$ cat config.mk
export PLATFORM = sky130hd
export DESIGN_NAME = mac_dma_irq_control
export DESIGN_NICKNAME = d
export VERILOG_FILES = /design/src/rtl/mac_dma_irq_control.v
export VERILOG_INCLUDE_DIRS = /design/src /design/src/inc
export SDC_FILE = /design/constraint.sdc
export NUM_CORES = 1
export LEC_CHECK = 0
export ABC_AREA = 1
export BUFFER_PORTS_ARGS = -buffer_cell sky130_fd_sc_hd__buf_2
export CAP_MARGIN = 5
export CORE_ASPECT_RATIO = 0.8
export CORE_MARGIN = 2
export CORE_UTILIZATION = 55
export DETAILED_ROUTE_END_ITERATION = 8
export PLACE_DENSITY = 0.91
export SLEW_MARGIN = 10
export SYNTH_ARGS = -nofsm -noshare
export SYNTH_HDL_FRONTEND = slang
export SYNTH_SLANG_ARGS = --single-unit
export TNS_END_PERCENT = 1
$ cat constraint.sdc
create_clock -name pclk -period 3.1 [get_ports pclk]
set_input_delay 0.155 -clock pclk [delete_from_list [all_inputs] [get_ports pclk]]
set_output_delay 0.155 -clock pclk [all_outputs]
set_load 0.05 [all_outputs]
$ cat src/inc/mac_ctrl_consts.vh
// register offsets, field positions, reset values and timing for the mac control slice
`ifndef MAC_CTRL_CONSTS_VH
`define MAC_CTRL_CONSTS_VH
`define OFS_CORE_CTRL 12'h000
`define OFS_BUS_CTRL 12'h008
`define OFS_TX_IRQ_CTRL 12'h00C
`define OFS_RX_IRQ_CTRL 12'h010
`define OFS_TX_POLL_CMD 12'h014
`define OFS_RX_BUFFER_SIZE 12'h018
`define OFS_STATUS 12'h01C
`define RST_BUS_CTRL 16'h1F1A
`define RST_TX_IRQ_CTRL 16'h0000
`define RST_RX_IRQ_CTRL 16'h0000
`define RST_RX_BUFFER_SIZE 16'h0600
`define RST_BURST_BYTES 6'h10
`define RST_RX_BUF_BYTES 11'h600
`define MASK_BUS_CTRL 16'h1F3F
`define MASK_IRQ_CTRL 16'h0F3F
`define MASK_RX_BUFFER_SIZE 16'h07FC
`define URG_LSB 8
`define URG_MSB 12
`define RXTH_LSB 4
`define TXTH_LSB 2
`define BURST_LSB 0
`define CNT_LSB 8
`define TMR_LSB 0
`define TMR_BASE 12'd63
`define TMR_STEP 12'd64
`define RX_ON_BIT 1
`endif

$ cat src/rtl/mac_dma_irq_control.v
// control slice of an ethernet mac: bus urgency, fifo thresholds, irq moderation, tx poll
`timescale 1ns/1ps
`default_nettype none
`include "mac_ctrl_consts.vh"
// What this block does
// - a new memory request loads the urgency countdown from bus_urgency_timer
// - urgency wait spans 1 to 31 host clocks; reset default 31
// - bus_urgency_timer of zero keeps requests at normal priority
// - rx moves data to memory only when fifo level exceeds rx threshold
// - rx threshold codes 0..3 mean 8,16,32,64 bytes; default code 01
// - tx starts sending only when tx fifo level exceeds tx threshold
// - tx threshold codes 0..3 mean 16,32,64,96 bytes; default code 10
// - burst size codes 0..3 mean 4,8,16,32 bytes; default 16 bytes
// - bus_ctrl accepts writes only while receive is off
// - nonzero tx packet count N raises irq after N sent; zero disables
// - tx wait timer fires irq after 63+64*field tx clocks
// - nonzero rx packet count N raises irq after N received; zero disables
// - rx wait timer fires irq after 63+64*field rx clocks
// - writing tx_kick makes the mac check the tx descriptor owner bit
// - owner bit 0 waits until it becomes 1, then transmission starts
// - reading tx_kick gives 1 while transmitting, 0 when done
// - rx_buffer_bytes bits 10..2 give one size for all rx buffers
// - rx_buffer_size accepts writes only while receive is off
// - rx_path_on set admits reception, cleared stops it
module mac_dma_irq_control (
  input wire pclk,
  input wire presetn,
  input wire psel,
  input wire penable,
  input wire pwrite,
  input wire [11:0] paddr,
  input wire [31:0] pwdata,
  output reg [31:0] prdata,
  output reg pready,
  output reg pslverr,
  input wire mem_req,
  input wire mem_grant,
  output reg mem_req_urgent,
  input wire [6:0] rx_fifo_level,
  output reg rx_dma_go,
  input wire [6:0] tx_fifo_level,
  output reg tx_send_go,
  output reg [5:0] burst_bytes,
  output reg [10:0] rx_buf_bytes,
  output reg rx_path_on,
  input wire tx_clk,
  input wire rx_clk,
  input wire tx_pkt_done,
  input wire rx_pkt_done,
  output reg tx_irq,
  output reg rx_irq,
  input wire tx_desc_owner,
  input wire tx_frame_done,
  output reg tx_start
);
  // fsm of the transmit poll command
  localparam [2:0] ST_IDLE = 3'b001;
  localparam [2:0] ST_WAIT_OWN = 3'b010;
  localparam [2:0] ST_SEND = 3'b100;

  reg [15:0] bus_ctrl_q;
  reg [15:0] tx_irq_ctrl_q;
  reg [15:0] rx_irq_ctrl_q;
  reg [15:0] rx_buffer_size_q;
  reg rx_on_q;
  reg [2:0] poll_q;
  reg [4:0] urg_cnt_q;
  reg urg_run_q;
  reg req_seen_q;
  reg [1:0] txc_s_q, rxc_s_q, txp_s_q, rxp_s_q, own_s_q;
  reg txc_d1_q, rxc_d1_q, txp_d1_q, rxp_d1_q;
  reg [3:0] tx_pkts_q, rx_pkts_q;
  reg [11:0] tx_tmr_q, rx_tmr_q;
  reg [31:0] rdata_d;

  wire wr_acc = psel && penable && pwrite;
  wire rd_acc = psel && penable && !pwrite;
  // no wait states: every access completes in its first access cycle
  wire known = (paddr == `OFS_CORE_CTRL) || (paddr == `OFS_BUS_CTRL) ||
    (paddr == `OFS_TX_IRQ_CTRL) || (paddr == `OFS_RX_IRQ_CTRL) ||
    (paddr == `OFS_TX_POLL_CMD) || (paddr == `OFS_RX_BUFFER_SIZE) ||
    (paddr == `OFS_STATUS);
  wire [4:0] urg_load = bus_ctrl_q[`URG_MSB:`URG_LSB];
  wire tx_edge = txc_s_q[1] && !txc_d1_q;
  wire rx_edge = rxc_s_q[1] && !rxc_d1_q;
  wire txp_edge = txp_s_q[1] && !txp_d1_q;
  wire rxp_edge = rxp_s_q[1] && !rxp_d1_q;

  // wait time in link clocks for a six bit timer field
  function [11:0] wait_len;
    input [5:0] f;
    begin
      wait_len = `TMR_BASE + {f, 6'b000000};
    end
  endfunction

  // fifo threshold code to bytes, rx table then tx table
  function [6:0] rx_thr;
    input [1:0] c;
    begin
      case (c)
        2'b00: rx_thr = 7'd8;
        2'b01: rx_thr = 7'd16;
        2'b10: rx_thr = 7'd32;
        default: rx_thr = 7'd64;
      endcase
    end
  endfunction

  function [6:0] tx_thr;
    input [1:0] c;
    begin
      case (c)
        2'b00: tx_thr = 7'd16;
        2'b01: tx_thr = 7'd32;
        2'b10: tx_thr = 7'd64;
        default: tx_thr = 7'd96;
      endcase
    end
  endfunction

  // register writes; bus_ctrl and rx_buffer_size locked while receive runs
  always @(posedge pclk or negedge presetn) begin
    if (!presetn) begin
      bus_ctrl_q <= `RST_BUS_CTRL;
      tx_irq_ctrl_q <= `RST_TX_IRQ_CTRL;
      rx_irq_ctrl_q <= `RST_RX_IRQ_CTRL;
      rx_buffer_size_q <= `RST_RX_BUFFER_SIZE;
      rx_on_q <= 1'b0;
    end else if (wr_acc) begin
      if (paddr == `OFS_CORE_CTRL) begin
        rx_on_q <= pwdata[`RX_ON_BIT];
      end
      // refused writes still complete; software sees no error
      if (paddr == `OFS_BUS_CTRL && !rx_on_q) begin
        bus_ctrl_q <= pwdata[15:0] & `MASK_BUS_CTRL;
      end
      if (paddr == `OFS_TX_IRQ_CTRL) begin
        tx_irq_ctrl_q <= pwdata[15:0] & `MASK_IRQ_CTRL;
      end
      if (paddr == `OFS_RX_IRQ_CTRL) begin
        rx_irq_ctrl_q <= pwdata[15:0] & `MASK_IRQ_CTRL;
      end
      // low two bits forced zero in case software breaks its side
      if (paddr == `OFS_RX_BUFFER_SIZE && !rx_on_q) begin
        rx_buffer_size_q <= pwdata[15:0] & `MASK_RX_BUFFER_SIZE;
      end
    end
  end

  // read mux
  always @* begin
    // reserved and unmapped bits read as zero
    rdata_d = 32'h00000000;
    case (paddr)
      `OFS_CORE_CTRL: rdata_d[`RX_ON_BIT] = rx_on_q;
      `OFS_BUS_CTRL: rdata_d[15:0] = bus_ctrl_q;
      `OFS_TX_IRQ_CTRL: rdata_d[15:0] = tx_irq_ctrl_q;
      `OFS_RX_IRQ_CTRL: rdata_d[15:0] = rx_irq_ctrl_q;
      `OFS_TX_POLL_CMD: rdata_d[0] = (poll_q != ST_IDLE);
      `OFS_RX_BUFFER_SIZE: rdata_d[15:0] = rx_buffer_size_q;
      `OFS_STATUS: rdata_d[3:0] = {mem_req_urgent, tx_start, rx_dma_go, tx_send_go};
      default: rdata_d = 32'h00000000;
    endcase
  end

  // apb answer, registered
  always @(posedge pclk or negedge presetn) begin
    if (!presetn) begin
      prdata <= 32'h00000000;
      pready <= 1'b0;
      pslverr <= 1'b0;
    end else begin
      pready <= psel && !penable;
      pslverr <= psel && !penable && !known;
      prdata <= (psel && !pwrite) ? rdata_d : 32'h00000000;
    end
  end

  // transmit poll: kick checks owner, waits for it, runs until frame done
  always @(posedge pclk or negedge presetn) begin
    if (!presetn) begin
      poll_q <= ST_IDLE;
      tx_start <= 1'b0;
    end else begin
      tx_start <= 1'b0;
      // new kicks are ignored while a frame is pending or being sent
      case (poll_q)
        ST_IDLE: begin
          if (wr_acc && paddr == `OFS_TX_POLL_CMD && pwdata[0]) begin
            poll_q <= ST_WAIT_OWN;
          end
        end
        ST_WAIT_OWN: begin
          if (own_s_q[1]) begin
            poll_q <= ST_SEND;
            tx_start <= 1'b1;
          end
        end
        ST_SEND: begin
          if (tx_frame_done) begin
            poll_q <= ST_IDLE;
          end
        end
        default: poll_q <= ST_IDLE;
      endcase
    end
  end

  // urgency countdown; restarts each time a new request rises
  always @(posedge pclk or negedge presetn) begin
    if (!presetn) begin
      urg_cnt_q <= 5'd0;
      urg_run_q <= 1'b0;
      req_seen_q <= 1'b0;
      mem_req_urgent <= 1'b0;
    end else begin
      req_seen_q <= mem_req && !mem_grant;
      // grant, a dropped request or a zero field all cancel escalation
      if (!mem_req || mem_grant || urg_load == 5'd0) begin
        urg_run_q <= 1'b0;
        mem_req_urgent <= 1'b0;
      end else if (!req_seen_q) begin
        urg_cnt_q <= urg_load;
        urg_run_q <= 1'b1;
      end else if (urg_run_q) begin
        if (urg_cnt_q <= 5'd1) begin
          urg_run_q <= 1'b0;
          mem_req_urgent <= 1'b1;
        end else begin
          urg_cnt_q <= urg_cnt_q - 5'd1;
        end
      end
    end
  end

  // data path gating by thresholds and config outputs
  always @(posedge pclk or negedge presetn) begin
    if (!presetn) begin
      rx_dma_go <= 1'b0;
      tx_send_go <= 1'b0;
      // start at the reset register decode so no bogus size shows
      burst_bytes <= `RST_BURST_BYTES;
      rx_buf_bytes <= `RST_RX_BUF_BYTES;
      rx_path_on <= 1'b0;
    end else begin
      rx_dma_go <= rx_on_q && (rx_fifo_level > rx_thr(bus_ctrl_q[`RXTH_LSB+1:`RXTH_LSB]));
      tx_send_go <= tx_fifo_level > tx_thr(bus_ctrl_q[`TXTH_LSB+1:`TXTH_LSB]);
      burst_bytes <= 6'd4 << bus_ctrl_q[`BURST_LSB+1:`BURST_LSB];
      rx_buf_bytes <= {rx_buffer_size_q[10:2], 2'b00};
      rx_path_on <= rx_on_q;
    end
  end

  // two-flop synchronisers for link clocks and their events
  always @(posedge pclk or negedge presetn) begin
    if (!presetn) begin
      txc_s_q <= 2'b00;
      rxc_s_q <= 2'b00;
      txp_s_q <= 2'b00;
      rxp_s_q <= 2'b00;
      own_s_q <= 2'b00;
      txc_d1_q <= 1'b0;
      rxc_d1_q <= 1'b0;
      txp_d1_q <= 1'b0;
      rxp_d1_q <= 1'b0;
    end else begin
      txc_s_q <= {txc_s_q[0], tx_clk};
      rxc_s_q <= {rxc_s_q[0], rx_clk};
      txp_s_q <= {txp_s_q[0], tx_pkt_done};
      rxp_s_q <= {rxp_s_q[0], rx_pkt_done};
      own_s_q <= {own_s_q[0], tx_desc_owner};
      // delayed copies give one-cycle rising edge strobes
      txc_d1_q <= txc_s_q[1];
      rxc_d1_q <= rxc_s_q[1];
      txp_d1_q <= txp_s_q[1];
      rxp_d1_q <= rxp_s_q[1];
    end
  end

  // tx moderation: packet count and wait timer, either fires the irq pulse
  always @(posedge pclk or negedge presetn) begin
    if (!presetn) begin
      tx_pkts_q <= 4'd0;
      tx_tmr_q <= 12'd0;
      tx_irq <= 1'b0;
    end else begin
      tx_irq <= 1'b0;
      // a packet irq wins over a timer irq in the same cycle
      if (tx_irq_ctrl_q[`CNT_LSB+3:`CNT_LSB] != 4'd0 && txp_edge &&
          tx_pkts_q + 4'd1 >= tx_irq_ctrl_q[`CNT_LSB+3:`CNT_LSB]) begin
        tx_irq <= 1'b1;
        tx_pkts_q <= 4'd0;
        tx_tmr_q <= 12'd0;
      end else if (tx_edge && tx_tmr_q + 12'd1 >= wait_len(tx_irq_ctrl_q[5:0])) begin
        tx_irq <= 1'b1;
        tx_tmr_q <= 12'd0;
        tx_pkts_q <= 4'd0;
      end else begin
        if (txp_edge) begin
          tx_pkts_q <= tx_pkts_q + 4'd1;
        end
        if (tx_edge) begin
          tx_tmr_q <= tx_tmr_q + 12'd1;
        end
      end
    end
  end

  // rx moderation mirrors tx on the rx link clock
  always @(posedge pclk or negedge presetn) begin
    if (!presetn) begin
      rx_pkts_q <= 4'd0;
      rx_tmr_q <= 12'd0;
      rx_irq <= 1'b0;
    end else begin
      rx_irq <= 1'b0;
      // either irq restarts both the packet count and the timer
      if (rx_irq_ctrl_q[`CNT_LSB+3:`CNT_LSB] != 4'd0 && rxp_edge &&
          rx_pkts_q + 4'd1 >= rx_irq_ctrl_q[`CNT_LSB+3:`CNT_LSB]) begin
        rx_irq <= 1'b1;
        rx_pkts_q <= 4'd0;
        rx_tmr_q <= 12'd0;
      end else if (rx_edge && rx_tmr_q + 12'd1 >= wait_len(rx_irq_ctrl_q[5:0])) begin
        rx_irq <= 1'b1;
        rx_tmr_q <= 12'd0;
        rx_pkts_q <= 4'd0;
      end else begin
        if (rxp_edge) begin
          rx_pkts_q <= rx_pkts_q + 4'd1;
        end
        if (rx_edge) begin
          rx_tmr_q <= rx_tmr_q + 12'd1;
        end
      end
    end
  end
endmodule
`default_nettype wire

== Word-level counts from Yosys, hierarchy flattened ==
Index checks and enable logic that the tools add are counted.

* Add/subtract/negate cells: 7
* $mul: 0
* Div/mod/pow operators: 0
* Order comparisons: 7
* Equal/unequal tests: 19
* Shifts and indexed selects: 1
* Mux-type cells: 40
* Bitwise logic cells: 1
* Reduce and logical (&&, ||, !) cells: 60

{| class="wikitable"
|+ Operator list
! operator !! count
|-
| 2-to-1 mux 12 bit || 6
|-
| == test 12 x 5 -> 1 bit, second input constant || 4
|-
| case mux 7 bit (3 select lines) || 2
|-
| case mux 9 bit (4 select lines) || 1
|-
| adder 12 x 1 -> 12 bit, second input constant || 2
|-
| adder 6 x 12 -> 12 bit, first input constant || 2
|-
| == test 12 x 4 -> 1 bit, second input constant || 2
|-
| >= comparator 12 bit || 2
|-
| 2-to-1 mux 4 bit || 6
|-
| logical AND 1 bit || 21
|-
| 2-to-1 mux 5 bit || 3
|-
| greater-than comparator 7 bit || 2
|-
| 2-to-1 mux 1 bit || 14
|-
| 2-to-1 mux 13 bit || 1
|-
| logical NOT 12 bit || 1
|-
| nonzero test 3 bit || 4
|-
| logical NOT 1 bit || 10
|-
| inequality test 2 bit, second input constant || 5
|-
| case mux 1 bit (5 select lines) || 2
|-
| case mux 2 bit (5 select lines) || 1
|-
| AND reduction 2 bit || 5
|-
| 2-to-1 mux 3 bit || 3
|-
| case mux 3 bit (3 select lines) || 1
|-
| AND reduction 3 bit || 3
|-
| 17 further kinds || 32
|}

* Flip-flop bits (word level): 134
* Latch bits: 0
* RAM bits: 0
* ROM bits: 0
* Bits of input ports: 71
* Output and inout bits: 58
* Logic and storage cells: 169
* Memories: 0

== Logic depth before layout (Yosys ltp) ==
* Word-level depth: 9
* Gate-level depth with buffers: 18

== Least setup slack after synthesis ==
No wires, ideal clock.

* Kind: register -> register
* From: register tx_tmr_q[0]
* To: register tx_tmr_q[10]
* Library setup time: 119 ps
* Arrival: 2,216 ps
* Slack: 765 ps
* Stages on the path, launching flop included: 17
* Buffers on the path: 1
* Clock period less this slack: 2,335 ps
* Cells stage by stage: dfrtp_1 -> ha_1 -> nand4_1 -> nor2_1 -> nand3b_1 -> xnor2_1 -> ha_1 -> nand2_1 -> nor2_1 -> inv_1 -> nor2_1 -> nand2_1 -> o21bai_2 -> nand2_2 -> buf_6 -> nand4_1 -> nand2_1

* Cells in the longest elaborated chain, start to end: 5

{| class="wikitable"
|+ RTL lines
! item !! line !! RTL
|-
| start, declared || mac_dma_irq_control.v:73 || <nowiki>reg [11:0] tx_tmr_q, rx_tmr_q;</nowiki>
|-
| start signal, assigned || mac_dma_irq_control.v:304 || <nowiki>tx_tmr_q <= tx_tmr_q + 12'd1;</nowiki>
|-
| adder 12 x 1 -> 12 bit * || mac_dma_irq_control.v:295, mac_dma_irq_control.v:304 ||
|-
| >= comparator 12 bit || mac_dma_irq_control.v:295 || <nowiki>end else if (tx_edge && tx_tmr_q + 12'd1 >= wait_len(tx_irq_ctrl_q[5:0])) begin</nowiki>
|-
| logical AND 1 bit || mac_dma_irq_control.v:295 ||
|-
| 2-to-1 mux 12 bit || mac_dma_irq_control.v:295 ||
|-
| 2-to-1 mux 12 bit || mac_dma_irq_control.v:290 || <nowiki>if (tx_irq_ctrl_q[`CNT_LSB+3:`CNT_LSB] != 4'd0 && txp_edge &&</nowiki>
|}

Every way passes the cells marked *; elsewhere a longest branch is shown, timed or not. The select of a mux whose other input is x is not followed.
A chain may end at the register's enable or synchronous reset.

== Final worst setup path ==
* From: register rx_tmr_q[1]
* To: register rx_pkts_q[2]

* Cells in the longest elaborated chain, start to end: 5

{| class="wikitable"
|+ RTL lines
! item !! line !! RTL
|-
| start, declared || mac_dma_irq_control.v:73 ||
|-
| start signal, assigned || mac_dma_irq_control.v:333 || <nowiki>rx_tmr_q <= rx_tmr_q + 12'd1;</nowiki>
|-
| adder 12 x 1 -> 12 bit * || mac_dma_irq_control.v:324 || <nowiki>end else if (rx_edge && rx_tmr_q + 12'd1 >= wait_len(rx_irq_ctrl_q[5:0])) begin</nowiki>
|-
| >= comparator 12 bit * || mac_dma_irq_control.v:324 ||
|-
| logical AND 1 bit * || mac_dma_irq_control.v:324 ||
|-
| 2-to-1 mux 4 bit || mac_dma_irq_control.v:324 ||
|-
| 2-to-1 mux 4 bit || mac_dma_irq_control.v:319 || <nowiki>if (rx_irq_ctrl_q[`CNT_LSB+3:`CNT_LSB] != 4'd0 && rxp_edge &&</nowiki>
|-
| end signal, assigned || mac_dma_irq_control.v:330 || <nowiki>rx_pkts_q <= rx_pkts_q + 4'd1;</nowiki>
|-
| end, declared || mac_dma_irq_control.v:72 || <nowiki>reg [3:0] tx_pkts_q, rx_pkts_q;</nowiki>
|}

Every way passes the cells marked *; elsewhere a longest branch is shown, timed or not.

==> results.yml <==
floorplan:
  die_area_sq_um: 13480
  core_area_sq_um: 12210
  pin_count: 129
  die_w_um: 129.3
  die_h_um: 104.2
  num_rows: 36
  start_util_pct: 56.58
place:
  hpwlAfterDp_um: 11190
  port_buffers: 86
  gp_congestion: 0.8760
detailed_routing:
  drtIter0Drc: 610
  wl_per_cell_um: 15.69
  antenna_left: 0
  wl_um: 17350
  drc_errors: 0
  vias_per_cell: 5.521
  dr.pass1.iters: 6
  via_count: 6106
synth:
  synth_largest_area_cell: "dfrtp_1"
  syn_area_sq_um: 6907
  syn_inst: 818
  ys.flop_type: "dfrtp_1"
  synth_warnings: 0
  syn_avg_cell_area_sq_um: 8.443
  netlist-cell-type-count: 39
  ys_seq_elements: 132
  yosys-top-cells-count: "nand2_1, dfrtp_1, inv_1"
  synth.most_common_cell: "nand2_1"
  yosysTopAreaCellShare_pct: 42.75
  synth-edff-count: 0
  ys_seq_area_share_pct: 48.08
  async_reset_ff_share_pct: 100.0
  ys_top_cells_by_area: "dfrtp_1, nand2_1, ha_1"
layout:
  fin_util_pct: 66.95
  fill_cells: 851
  fin_nets: 1028
  syn_to_final_growth_pct: 18.33
  diodes: 0
  drive_above_1_share_pct: 17.75
sta:
  fmax_mhz: 352.2
  finalClockSkew_ns: 0.006745
  tightest_slew_ns: 0.8139
  tns_ns: 0
  rsz0062_at_grt: "false"
  slew_viol_final: 0
  fin_crit_sh_pct: 91.58
  period_needed_ns: 2.839
  slew-limit-headroom_pct: 45.74
  finalHoldViolations: 0
  setup_viol_count_final: 0
critical_path:
  endpoint_kind: "register"
  reg2reg_to: "rx_pkts_q[2]"
  cp.required_ns: 3.45
  ff2ff_path_depth: 16
  critPathKind: "reg2reg"
  critPathMaxFanout: 21
  crit_arrival_ns: 3.19
  rr_startpoint: "rx_tmr_q[1]"
  setup.worst_path.start_class: "register"
  r2r_slack_ns: 0.26
run_status:
  status: "finished, final reports clean"
global_routing:
  track_usage_pct: 27.02
  first_global_vias: 5970
  use_met1_pct: 34.96
  grt_first_pass_wirelength_um: 28610
  met2_usage_pct: 42.71
  grtUsageMet3_pct: 7.973
  grt_antenna_before_repair: 0
  grt_busiest_layer: "met2"
  grt-ovfl-total: 0
  grt_max_degree: 90
clock_network:
  h-tree-depth: 4
  clk_pin_slew_ns: 0.06
  clock_path_buffers: 2
  cts_buffers: 17
  clk_latency_ns: 0.42
  cts_tree: "built"
  post_cts.repair.setup_buffers: 0
  root_buffer: "clkbuf_16"
  cts.sinks: 132
min_path:
  min_path_type: "in2reg"
  holdPathStages: 3
  worst_hold_path.endpoint: "bus_ctrl_q[11]"
  min_from: "pwdata[11]"
power_and_ir_drop:
  power_density_nw_per_um2: 612.2
  power.total_w: 0.005003
  leakagePower_nw: 4.272
  vdd_ir_drop_max_mv: 0.6878
job:
  cap_violations: 0
[critical path, cell delays in order (launching register included)]
cell	delay [ns]
dfrtp_1	0.43
ha_1	0.24
nand2_1	0.06
inv_1	0.09
nand4_1	0.21
nor2_1	0.15
nand2_1	0.06
a21oi_1	0.23
ha_1	0.28
nand2_1	0.09
nor2_1	0.06
o21ai_0	0.09
nand3_1	0.12
o21bai_2	0.22
nand2_4	0.20
nand4_1	0.14
nand2_1	0.09
[logic make-up after synthesis]
group / share of synthesized area [%]
AOI/OAI and AO/OA: 8.333
xor gates and xnor gates: 1.649
adders and majority gates: 6.341
buffers and inverters: 10.80
DFF: 48.08
muxes: 0.4348
other: 0.05430
and+or+nand+nor: 24.31
[flip-flops by register name, summed over array words and instances, names as in the netlist, 2 cells and up]
register / cells
bus_ctrl_q: 11
tx_irq_ctrl_q: 10
rx_buf_bytes: 9
rx_buffer_size_q: 9
prdata: 13
rx_pkts_q: 4
rx_tmr_q: 12
txc_s_q: 2
burst_bytes: 4
rx_irq_ctrl_q: 10
rxc_s_q: 2
tx_pkts_q: 4
poll_q: 3
txp_s_q: 2
rxp_s_q: 2
tx_tmr_q: 12
own_s_q: 2
urg_cnt_q: 5
[layout make-up]
| cell class | instances | area (sq um) | area share [%] |
|---|---|---|---|
| flip-flops and latches | 132 | 3321 | 40.63 |
| multi-input cells | 549 | 2933 | 35.88 |
| repair buffers | 107 | 641.9 | 7.854 |
| clock buffers | 24 | 481.7 | 5.894 |
| inverters | 115 | 431.7 | 5.282 |
| well taps | 171 | 214.0 | 2.618 |
| clock inverters | 8 | 150.1 | 1.837 |
[placed cells by master, fill, tap and decap left out, drive strengths merged, types with 24 or more instances in the layout]
cell type	n
ha	35
buf	93
clkbuf	24
dfrtp	118
nor2	82
inv	114
nand4	43
o21ai	65
nand2	196
nand3	36
[worst max path at each step]
stage / start / endpoint / slack, ns / depth (start not counted)
3_3_place_gp: rx_tmr_q[1] / rx_pkts_q[2] / 0.39 / 16
5_1_grt: tx_tmr_q[1] / tx_tmr_q[11] / 0.03 / 15
3_5_place_dp: rx_tmr_q[1] / rx_tmr_q[3] / 0.24 / 16
4_1_cts: tx_tmr_q[1] / tx_tmr_q[11] / 0.21 / 15
2_1_floorplan: tx_tmr_q[0] / tx_tmr_q[10] / 0.76 / 16
6_report: rx_tmr_q[1] / rx_pkts_q[2] / 0.26 / 16
[repair_timing]
| action | CTS | global route |
|---|---|---|
| endpoints found under the setup margin | 0 | 33 |
| resized for setup | 0 | 2 |
| endpoints found under the hold margin | 97 | 0 |
| hold buffers | 14 | 0 |
[stage by stage]
step	cell area [sq um]	hold WS [ns]	setup WS [ns]	instances
6_report	8173	0.03737	0.2609	1106
5_1_grt	8173	0.05444	0.02752	1106
4_1_cts	8163	0.02378	0.2066	1106
3_5_place_dp	7391	0.2652	0.2353	1060
3_3_place_gp	7391	0.2635	0.3944	1060
2_1_floorplan	6989	-0.1406	0.7650	840
[per-layer routing]
layer / vias to the layer above / part of all wire [%]
li1: 2826 / -
met1: 2853 / 41
met2: 355 / 47
met3: 72 / 9.1
met4: 0 / 3.2
met5: - / 0
[power breakdown]
part           internal [W]  switching (W)  total (W)
Clock               0.00141       0.000749    0.00216
Sequential          0.00186       0.000147    0.00200
Combinational      0.000306       0.000533   0.000839
Note: power is estimated with default switching activity, not from simulation.
